--- src/fsg_map.svh ---
// Register offsets, field positions and reset values of the security gate
`ifndef FSG_MAP_SVH
`define FSG_MAP_SVH

`define FSG_OFF_CTRL   8'h00
`define FSG_OFF_CMD    8'h04
`define FSG_OFF_ADDR   8'h08
`define FSG_OFF_SEC    8'h0C
`define FSG_OFF_STAT   8'h10
`define FSG_OFF_NV     8'h14
`define FSG_OFF_ACT    8'h18

`define FSG_CTRL_START 0
`define FSG_CMD_OP_LO  0
`define FSG_CMD_OP_HI  1
`define FSG_CMD_SELF   4

`define FSG_FLAG_CE    0
`define FSG_FLAG_BE    1
`define FSG_FLAG_WR    2
`define FSG_FLAG_BOOT  3
`define FSG_FLAGS_RST  4'h0

`define FSG_STAT_DONE  0
`define FSG_STAT_ACK   1
`define FSG_STAT_NAK   2
`define FSG_STAT_SESS  3

`define FSG_BOOT_LAST  16'h0FFF
`define FSG_ADDR_RST   16'h0000
`define FSG_ZERO32     32'h0000_0000

`endif

--- src/fsg_pkg.sv ---
// Types shared by the flash security gate
package fsg_pkg;
    typedef logic [3:0] fsg_flags_type;
    typedef enum logic [1:0] {
        FSG_OP_CHIP,
        FSG_OP_BLOCK,
        FSG_OP_WRITE,
        FSG_OP_SECSET
    } fsg_op_type;
    typedef enum logic [1:0] {
        FSG_IDLE,
        FSG_EVAL
    } fsg_state_type;
endpackage

--- src/fsg_top.sv ---
// Flash security gate: APB registers, session latch and command verdicts
//
// How it works
// [RULE_01] Security-set records flags; they apply from the next session start.
// [RULE_02] Chip-erase lock refuses external chip erase and block erase.
// [RULE_03] Once chip-erase lock is set, no flag can ever be cleared.
// [RULE_04] Writes still run when only the chip-erase lock is active.
// [RULE_05] Block-erase lock refuses external block erase, self path allowed.
// [RULE_06] Write lock refuses external write and block erase, self allowed.
// [RULE_07] Boot lock refuses chip erase and boot-area erase or write.
// [RULE_08] Boot lock is permanent; the boot area stays unwritable.
// [RULE_09] After shipping reset all four locks are inactive.
// [RULE_10] Locks combine freely; the union of restrictions applies.
// [RULE_11] A successful chip erase clears block-erase and write locks.
// [RULE_12] Only external chip erase clears those locks, never self path.
// [RULE_13] Security-set is also accepted from the self-programming path.
// [RULE_14] Any refused command answers negative, never positive.
// [RULE_15] Flags live in nonvolatile store, latched at session start.
`timescale 1ns/1ps
`include "fsg_map.svh"
module fsg_top #(
    parameter int ADDR_W = 16
) (
    // Clock and reset
    input  wire logic              pclk,
    input  wire logic              presetn,
    // APB slave
    input  wire logic [7:0]        paddr,
    input  wire logic              psel,
    input  wire logic              penable,
    input  wire logic              pwrite,
    input  wire logic [31:0]       pwdata,
    output logic [31:0]            prdata,
    output logic                   pready,
    output logic                   pslverr,
    // Flash array command
    output logic                   flash_go,
    output fsg_pkg::fsg_op_type    flash_op,
    output logic [ADDR_W-1:0]      flash_addr
);
    import fsg_pkg::*;

    if (ADDR_W < 12 || ADDR_W > 32) begin : g_chk
        $error("ADDR_W must lie between 12 and 32");
    end

    logic [31:0]       prdata_r;
    logic              pready_r;
    logic              pslverr_r;
    logic              flash_go_r;
    fsg_op_type        flash_op_r;
    logic [ADDR_W-1:0] flash_addr_r;
    logic [ADDR_W-1:0] addr_r;
    fsg_flags_type     sec_r;
    fsg_flags_type     act_r;
    fsg_flags_type     nv_flags;
    fsg_op_type        cmd_op_r;
    logic              cmd_self_r;
    logic              sess_r;
    logic              done_r;
    logic              ack_r;
    logic              nak_r;
    fsg_state_type     state_r;
    logic              setup;
    logic              wr_acc;
    logic              mapped;
    logic              gate_ok;
    logic              ok;
    logic              evaluating;
    logic              start_wr;
    logic              cmd_wr;
    logic              nv_set;
    logic              nv_clr;
    logic [31:0]       rd_mux;

    // Bus decode: one wait-free access cycle after setup
    assign setup  = psel && !penable && !pready_r;
    assign wr_acc = psel && penable && pready_r && pwrite && !pslverr_r;
    assign start_wr = wr_acc && (paddr == `FSG_OFF_CTRL) &&
                      pwdata[`FSG_CTRL_START];
    assign cmd_wr = wr_acc && (paddr == `FSG_OFF_CMD);

    always_comb begin
        mapped = 1'b1;
        rd_mux = `FSG_ZERO32;
        case (paddr)
            `FSG_OFF_CTRL: rd_mux = `FSG_ZERO32;
            `FSG_OFF_CMD: begin
                rd_mux[`FSG_CMD_OP_HI:`FSG_CMD_OP_LO] = cmd_op_r;
                rd_mux[`FSG_CMD_SELF] = cmd_self_r;
            end
            `FSG_OFF_ADDR: rd_mux[ADDR_W-1:0] = addr_r;
            `FSG_OFF_SEC:  rd_mux[3:0] = sec_r;
            `FSG_OFF_STAT: begin
                rd_mux[`FSG_STAT_DONE] = done_r;
                rd_mux[`FSG_STAT_ACK]  = ack_r;
                rd_mux[`FSG_STAT_NAK]  = nak_r;
                rd_mux[`FSG_STAT_SESS] = sess_r;
            end
            `FSG_OFF_NV:   rd_mux[3:0] = nv_flags;
            `FSG_OFF_ACT:  rd_mux[3:0] = act_r;
            default:       mapped = 1'b0;
        endcase
    end

    always_ff @(posedge pclk or negedge presetn) begin
        if (!presetn) begin
            pready_r  <= 1'b0;
            pslverr_r <= 1'b0;
            prdata_r  <= `FSG_ZERO32;
        end else begin
            pready_r  <= setup;
            pslverr_r <= setup && !mapped;
            if (setup) begin
                prdata_r <= pwrite ? `FSG_ZERO32 : rd_mux;
            end
        end
    end

    // Software-written operands
    always_ff @(posedge pclk or negedge presetn) begin
        if (!presetn) begin
            addr_r     <= ADDR_W'(`FSG_ADDR_RST);
            sec_r      <= `FSG_FLAGS_RST;
            cmd_op_r   <= FSG_OP_CHIP;
            cmd_self_r <= 1'b0;
        end else begin
            if (wr_acc && paddr == `FSG_OFF_ADDR) begin
                addr_r <= pwdata[ADDR_W-1:0];
            end
            if (wr_acc && paddr == `FSG_OFF_SEC) begin
                sec_r <= pwdata[3:0];
            end
            if (cmd_wr && state_r == FSG_IDLE) begin
                cmd_op_r <= fsg_op_type'(
                    pwdata[`FSG_CMD_OP_HI:`FSG_CMD_OP_LO]);
                cmd_self_r <= pwdata[`FSG_CMD_SELF];
            end
        end
    end

    // Command sequencing: one cycle from write to verdict
    always_ff @(posedge pclk or negedge presetn) begin
        if (!presetn) begin
            state_r <= FSG_IDLE;
        end else begin
            case (state_r)
                FSG_IDLE: begin
                    if (cmd_wr) begin
                        state_r <= FSG_EVAL;
                    end
                end
                FSG_EVAL: state_r <= FSG_IDLE;
                default:  state_r <= FSG_IDLE;
            endcase
        end
    end

    fsg_gate #(
        .ADDR_W    (ADDR_W)
    ) u_gate (
        .op        (cmd_op_r),
        .self_path (cmd_self_r),
        .addr      (addr_r),
        .act       (act_r),
        .allow     (gate_ok)
    );

    // External commands need an open session; self path does not
    assign evaluating = (state_r == FSG_EVAL);
    assign ok = gate_ok && (cmd_self_r || sess_r);
    assign nv_set = evaluating && ok && cmd_op_r == FSG_OP_SECSET; // [RULE_13]
    assign nv_clr = evaluating && ok && cmd_op_r == FSG_OP_CHIP &&
                    !cmd_self_r;                               // [RULE_12]

    fsg_nv_store u_nv (
        .pclk      (pclk),
        .presetn   (presetn),
        .set_en    (nv_set),
        .set_flags (sec_r),
        .clr_en    (nv_clr),
        .flags     (nv_flags)
    );

    // Flags take hold only here, so a set mid-session has no effect yet
    always_ff @(posedge pclk or negedge presetn) begin
        if (!presetn) begin
            act_r  <= `FSG_FLAGS_RST;
            sess_r <= 1'b0;
        end else if (start_wr) begin
            act_r  <= nv_flags;                                // [RULE_15]
            sess_r <= 1'b1;                                    // [RULE_01]
        end
    end

    // Verdict flags; a new command clears the previous verdict
    always_ff @(posedge pclk or negedge presetn) begin
        if (!presetn) begin
            done_r <= 1'b0;
            ack_r  <= 1'b0;
            nak_r  <= 1'b0;
        end else if (evaluating) begin
            done_r <= 1'b1;
            ack_r  <= ok;
            nak_r  <= !ok;                                     // [RULE_14]
        end else if (cmd_wr && state_r == FSG_IDLE) begin
            done_r <= 1'b0;
            ack_r  <= 1'b0;
            nak_r  <= 1'b0;
        end
    end

    // Flash array runs accepted erase and write commands only
    always_ff @(posedge pclk or negedge presetn) begin
        if (!presetn) begin
            flash_go_r   <= 1'b0;
            flash_op_r   <= FSG_OP_CHIP;
            flash_addr_r <= ADDR_W'(`FSG_ADDR_RST);
        end else begin
            flash_go_r <= evaluating && ok &&
                          cmd_op_r != FSG_OP_SECSET;           // [RULE_10]
            if (evaluating) begin
                flash_op_r   <= cmd_op_r;
                flash_addr_r <= addr_r;
            end
        end
    end

    assign prdata     = prdata_r;
    assign pready     = pready_r;
    assign pslverr    = pslverr_r;
    assign flash_go   = flash_go_r;
    assign flash_op   = flash_op_r;
    assign flash_addr = flash_addr_r;

    logic boot_area;
    assign boot_area = addr_r <= ADDR_W'(`FSG_BOOT_LAST);
endmodule

--- src/fsg_nv_store.sv ---
// Nonvolatile prohibition flags with their set and clear policy
`timescale 1ns/1ps
`include "fsg_map.svh"
module fsg_nv_store (
    // Clock and reset
    input  wire logic             pclk,
    input  wire logic             presetn,
    // Update requests
    input  wire logic             set_en,
    input  wire fsg_pkg::fsg_flags_type set_flags,
    input  wire logic             clr_en,
    // Stored flags
    output fsg_pkg::fsg_flags_type flags
);
    import fsg_pkg::*;

    fsg_flags_type flags_r;
    fsg_flags_type flags_nxt;

    always_comb begin
        flags_nxt = flags_r;
        // Setting only adds restrictions; a security set never clears a set bit
        if (set_en) begin
            flags_nxt = flags_r | set_flags;                   // [RULE_10]
        end
        // Chip-erase lock freezes every flag, boot bit is never cleared
        if (clr_en && !flags_r[`FSG_FLAG_CE]) begin           // [RULE_03]
            flags_nxt[`FSG_FLAG_BE] = 1'b0;                    // [RULE_11]
            flags_nxt[`FSG_FLAG_WR] = 1'b0;                    // [RULE_08]
        end
    end

    // Reset stands for the erased shipped state of the storage
    always_ff @(posedge pclk or negedge presetn) begin
        if (!presetn) begin
            flags_r <= `FSG_FLAGS_RST;                         // [RULE_09]
        end else begin
            flags_r <= flags_nxt;                              // [RULE_15]
        end
    end

    assign flags = flags_r;
endmodule

--- src/fsg_gate.sv ---
// Decision whether one flash command may run under the active flags
`timescale 1ns/1ps
`include "fsg_map.svh"
module fsg_gate #(
    parameter int ADDR_W = 16
) (
    // Command
    input  wire fsg_pkg::fsg_op_type    op,
    input  wire logic                   self_path,
    input  wire logic [ADDR_W-1:0]      addr,
    input  wire fsg_pkg::fsg_flags_type act,
    // Verdict
    output logic                        allow
);
    import fsg_pkg::*;

    logic boot_hit;
    logic ce;
    logic be;
    logic wr;

    assign boot_hit = act[`FSG_FLAG_BOOT] &&
                      (addr <= ADDR_W'(`FSG_BOOT_LAST));        // [RULE_07]
    assign ce = act[`FSG_FLAG_CE];
    assign be = act[`FSG_FLAG_BE];
    assign wr = act[`FSG_FLAG_WR];

    always_comb begin
        case (op)
            // Self path has no chip erase; boot lock blocks it outright
            FSG_OP_CHIP: allow = !self_path && !ce &&
                                 !act[`FSG_FLAG_BOOT];         // [RULE_02]
            FSG_OP_BLOCK: allow = self_path ? !boot_hit :       // [RULE_05]
                                  (!ce && !be && !wr && !boot_hit); // [RULE_06]
            FSG_OP_WRITE: allow = self_path ? !boot_hit :       // [RULE_04]
                                  (!wr && !boot_hit);          // [RULE_06]
            FSG_OP_SECSET: allow = 1'b1;                       // [RULE_13]
            default: allow = 1'b0;
        endcase
    end
endmodule

--- config.mk ---
export PLATFORM = sky130hd
export DESIGN_NAME = fsg_top
export DESIGN_NICKNAME = d
export VERILOG_FILES = /design/src/fsg_pkg.sv /design/src/fsg_top.sv /design/src/fsg_nv_store.sv /design/src/fsg_gate.sv
export VERILOG_INCLUDE_DIRS = /design/src
export SDC_FILE = /design/constraint.sdc
export NUM_CORES = 1
export LEC_CHECK = 0
export ABC_AREA = 0
export BUFFER_PORTS_ARGS = -buffer_cell sky130_fd_sc_hd__buf_2
export CELL_PAD_IN_SITES_DETAIL_PLACEMENT = 2
export CELL_PAD_IN_SITES_GLOBAL_PLACEMENT = 2
export CORE_UTILIZATION = 30
export CTS_CLUSTER_DIAMETER = 80
export DETAILED_ROUTE_END_ITERATION = 12
export PLACE_DENSITY = 0.75
export SYNTH_ARGS = -nofsm -noshare
export SYNTH_HDL_FRONTEND = slang
export SYNTH_SLANG_ARGS = --single-unit
--- constraint.sdc ---
create_clock -name pclk -period 2.12 [get_ports pclk]
set_input_delay 0.424 -clock pclk [delete_from_list [all_inputs] [get_ports pclk]]
set_output_delay 0.424 -clock pclk [all_outputs]
set_load 0.02 [all_outputs]
=== After elaboration in Yosys (flattened, before gate mapping) ===
Index checks and enable logic that the tools add are counted.

* Register bits: 90
* Latch bits: 0
* Memory bits (writable): 0
* ROM bits: 0
* Bits of input ports: 45
* Output and inout port bits: 53
* Word-level logic and storage cells: 95
* Memories kept: 0

* Add/subtract/negate cells: 0
* Multipliers: 0
* Divide/modulo/power cells: 0
* $lt $le $gt $ge: 1
* Eq/ne operators: 12
* Shifts and indexed selects: 0
* Multiplexer cells: 17
* Bitwise operators: 1
* Reductions and logical operators: 46

{| class="wikitable"
|+ Operators by type and width
! operator !! count
|-
| 1-bit logical AND || 27
|-
| 8-bit by 5-bit == test with 1-bit output, second input constant || 3
|-
| 8-bit by 4-bit == test with 1-bit output, second input constant || 2
|-
| 16-bit by 12-bit <= comparator with 1-bit output, second input constant || 1
|-
| 16-bit two-way mux || 1
|-
| 1-bit zero test || 12
|-
| 2-bit one-hot mux with 6 select lines || 1
|-
| 11-bit two-way mux || 1
|-
| 2-bit one-hot mux with 5 select lines || 1
|-
| 8-bit by 3-bit == test with 1-bit output, second input constant || 1
|-
| 8-bit zero test || 1
|-
| 1-bit two-way mux || 7
|-
| 7-bit OR reduction || 1
|-
| 2-bit two-way mux || 3
|-
| 2-bit by 1-bit == test with 1-bit output, second input constant || 2
|-
| 2-bit == test, second input constant || 2
|-
| 2-bit zero test || 2
|-
| 2-bit inequality test, second input constant || 2
|-
| 4-bit OR || 1
|-
| 1-bit one-hot mux with 4 select lines || 1
|-
| 2-bit nonzero test || 2
|-
| 3-bit two-way mux || 1
|-
| 1-bit one-hot mux with 2 select lines || 1
|-
| 1-bit logical OR || 1
|}

=== Depth between registers and ports, before layout ===
* Depth after elaboration: 12
* Mapped depth: 6
* Mapped depth without buffers: 5

=== Hierarchy ===
Synthesis repeated with hierarchy kept, for this count alone.

* Cell total of the unflattened synthesis: 244
* Area, all modules: 3,226.8 um^2

{| class="wikitable"
|+ Modules (own cells, without submodules)
! module !! times used !! cells each !! area an instance (um^2) !! sequential area each (um^2)
|-
| fsg_top || 1 || 225 || 3,030.4 || 1,726.7
|-
| fsg_nv_store || 1 || 11 || 141.4 || 100.1
|-
| fsg_gate || 1 || 8 || 55.1 || 0.0
|}

=== Least setup slack after synthesis ===
Ideal clock, no wire load.

* Path kind: input to register
* Start: input paddr[0]
* End: register addr_r[10]
* Library setup time: 125 ps
* Data arrival time: 1,930 ps
* Required time: 1,995 ps
* Path slack: 65 ps
* Stages: 6
* Buffers on the path: 2
* Cell sequence: or4_4 > nor3_4 > and3_1 > buf_6 > buf_12 > mux2_4

* Word-level cells in the longest chain between the ends: 2

{| class="wikitable"
|+ Ends and longest elaborated chain
! item !! line !! RTL
|-
| start: declaration || fsg_top.sv:28 || <nowiki>input wire logic [7:0] paddr,</nowiki>
|-
| 8-bit by 4-bit == test with 1-bit output || n/a ||
|-
| 1-bit logical AND (no line) || n/a ||
|-
| end signal: assignment || fsg_top.sv:123 || <nowiki>addr_r <= ADDR_W'(`FSG_ADDR_RST);</nowiki>
|-
| end signal: assignment || fsg_top.sv:129 || <nowiki>addr_r <= pwdata[ADDR_W-1:0];</nowiki>
|-
| end: declaration || fsg_top.sv:53 || <nowiki>logic [ADDR_W-1:0] addr_r;</nowiki>
|}

Every way passes these cells.
A chain may end at the register's enable or synchronous reset.

=== Worst setup path in the final report ===
* Start: input paddr[0]
* End: register addr_r[1]

The elaborated chain is that of the path after synthesis.

==> qor.yml <==
status:
  status: "finished, final reports clean"
route:
  met1Wirelength_mm: 3.742
  vias_per_cell: 4.843
  first_pass_iters: 4
  top_layer_used: "met4"
  dr_wl_met3_um: 326
  drtIter0Drc: 95
  routed-wl-met2_mm: 4.591
  wire_per_inst_um: 18.84
  wirelength_mm: 8.740
  drc_errors: 0
  postRouteAntennaNets: 0
  vias: 2247
sta:
  setup_slack_ns: 0.1807
  rsz0062_at_grt: "false"
  slew_viol_final: 0
  final.period_utilization: 0.9148
  hold_viol: 0
  setup_tns_ns: 0
  setup_viol: 0
  worst_clock_skew_ns: 0.01131
  timing.hold.ws_ns: 0.07089
  period_needed_ns: 1.939
  fmax_mhz: 515.6
placement:
  pre_cts_slack_ns: -0.1353
  gp_congestion: 0.7329
  place_hpwl_mm: 6.160
  port_buffers: 65
clocking:
  clkLatencyLatePin_ns: 0.35
  numClockSinks: 73
  cts_tree: "yes"
  cts_hold_buf: 0
  postCtsSetupBuffers: 0
  root_buffer: "clkbuf_8"
  cts_buffers: 9
  post_cts_resized: 0
  clkTransAtPathRegs_ns: 0.08
  clockBufferDepth: 2
  htreeDepth: 3
power_and_ir_drop:
  powerDensity_nw_per_um2: 731.4
  ir_drop_mv: 0.2418
  p_leak_uw: 0.002061
  p_total_uw: 2910
global_route:
  grt_max_degree: 74
  antenna_found_initial: 0
  grt_pass1_wl_mm: 14.12
  grt-ovfl-total: 0
  grt.total_usage: 0.1679
  grt_pass1_vias: 2506
finish:
  area_delta_synth_final_pct: 22.83
  nets: 368
  fin_util: 0.3820
  diodes: 0
  drive_gt1_frac: 0.4512
synth:
  synth_compound_area_frac: 0.1024
  ys_ff_latch: 73
  synth_top_cells_by_area: "dfrtp_1, mux2_2, mux2_4, buf_4, a22o_1"
  ys_types: 47
  synth_area_um2: 3239
  yosys.area.top_type: "dfrtp_1"
  async_reset_ff_frac: 1.000
  synth-simple-area-share: 0.08884
  ys_warn_count: 0
  yosysSeqAreaShare: 0.5639
  synth-main-ff-cell: "dfrtp_1"
  synthCells: 244
  synth_xor_area_frac: 0
  muxShareOfSynthArea: 0.1808
  synth_top_family_by_area: "multiplexers"
  avgSynthCellArea_um2: 13.28
  synthAdderAreaFrac: 0
  synth_edf_count: 0
  synth_top_area_frac: 0.5639
floorplanning:
  initial_core_util: 0.3110
  die_y_um: 105.9
  ioPinCount: 98
  die-area_um2: 11220
  die_w_um: 105.9
  design.core.area_um2: 10420
  rows: 37
worst_setup_path:
  crit_type: "input pin to flip-flop"
  worst_setup_path_start_kind: "input pin"
  arrival_ns: 2.17
  cp.required_ns: 2.35
  crit_path_end_kind: "flip-flop"
  cp_max_fo: 13
hold_path:
  min_path_type: "input pin to asynchronous set/reset pin"
flow_run:
  drv_cap: 0
## worst max-delay path, cell delays in order
cell and delay, ns:
buf_2 0.09, or4_4 0.55, nor3_4 0.24, and3_1 0.30, buf_12 0.19, mux2_2 0.35
## stage by stage
step                      std cells  instance area, µm²
final                           464                3979
after global routing            464                3979
after CTS                       464                3979
after detailed placement        448                3736
after global placement          448                3736
after floorplan                 259                3296
## cells in the mapped netlist (3+ instances only)
master and instances:
mux2_2 36, nor3_1 3, mux2i_1 3, dfrtp_1 73, a21oi_1 9, mux2_4 10, nand3b_1 5, inv_1 5
nor2_1 8, a32o_1 4, a22o_1 11, clkbuf_1 5, nor2b_1 3, buf_4 17, nand2_1 5, a21o_1 3
o21ai_0 8
## cells in the final DEF (no fill, tap or decap), drive strengths merged, types with 4 or more instances in the layout
cell,count
nand3b,5
clkbuf,10
a32o,4
nor2,8
mux2,46
buf,79
dfrtp,73
a21oi,9
a22o,11
nand2,5
conb,16
inv,6
nor3,5
o21ai,8
## registers in the layout, summed over array words and instances (netlist names)
signal      cells
addr_r         16
state_r         1
done_r          1
flash_op        2
flash_go        1
prdata         16
pslverr         1
cmd_self_r      1
act_r           4
sess_r          1
cmd_op_r        2
nak_r           1
sec_r           4
flash_addr     16
u_nv.flags      4
pready          1
ack_r           1
## cell families (layout without fill, tap and decap cells)
group / after synthesis / count (layout)
buffers and inverters: 31 / 100
flip-flops: 73 / 73
AND/OR/NAND/NOR: 44 / 44
other: 1 / 16
AO/OA/AOI/OAI: 46 / 46
multiplexers: 49 / 49
## cell type report
type                       instances  area (µm²)
clock buffer                      10       127.6
clock inverter                     6       115.1
fill                            1093        6437
inverter                           5       18.77
multi-input combinational        155        1265
sequential                        73        1827
tap                              136       170.2
timing repair buffer              79       455.4
## metal layers
metal  vias to the layer above  track usage
met1                      1166       0.2092
met2                        57       0.2885
met4                         0      0.04663
met5                         -            0
met3                         5      0.04231
li1                       1019            -
## final timing paths
kind / startpoint / endpoint / slack, ns / cells past startpoint
max reg2reg: addr_r[15] / nak_r / 0.27 / 4
max: paddr[0] / addr_r[1] / 0.18 / 6
min: presetn / flash_addr[9] / 0.07 / 2
min reg2reg: prdata[4] / prdata[4] / 0.49 / 2
max in group asynchronous: presetn / prdata[2] / 1.68 / 2
min in group pclk: pwdata[13] / addr_r[13] / 0.31 / 2
## power breakdown
group / internal [µW] / switching (µW) / total (µW)
combinational: 49.1 / 120 / 169
clock: 789 / 546 / 1330
sequential: 1400 / 6.21 / 1410
total: 2240 / 672 / 2910
Power figures use the tool's default switching activity.
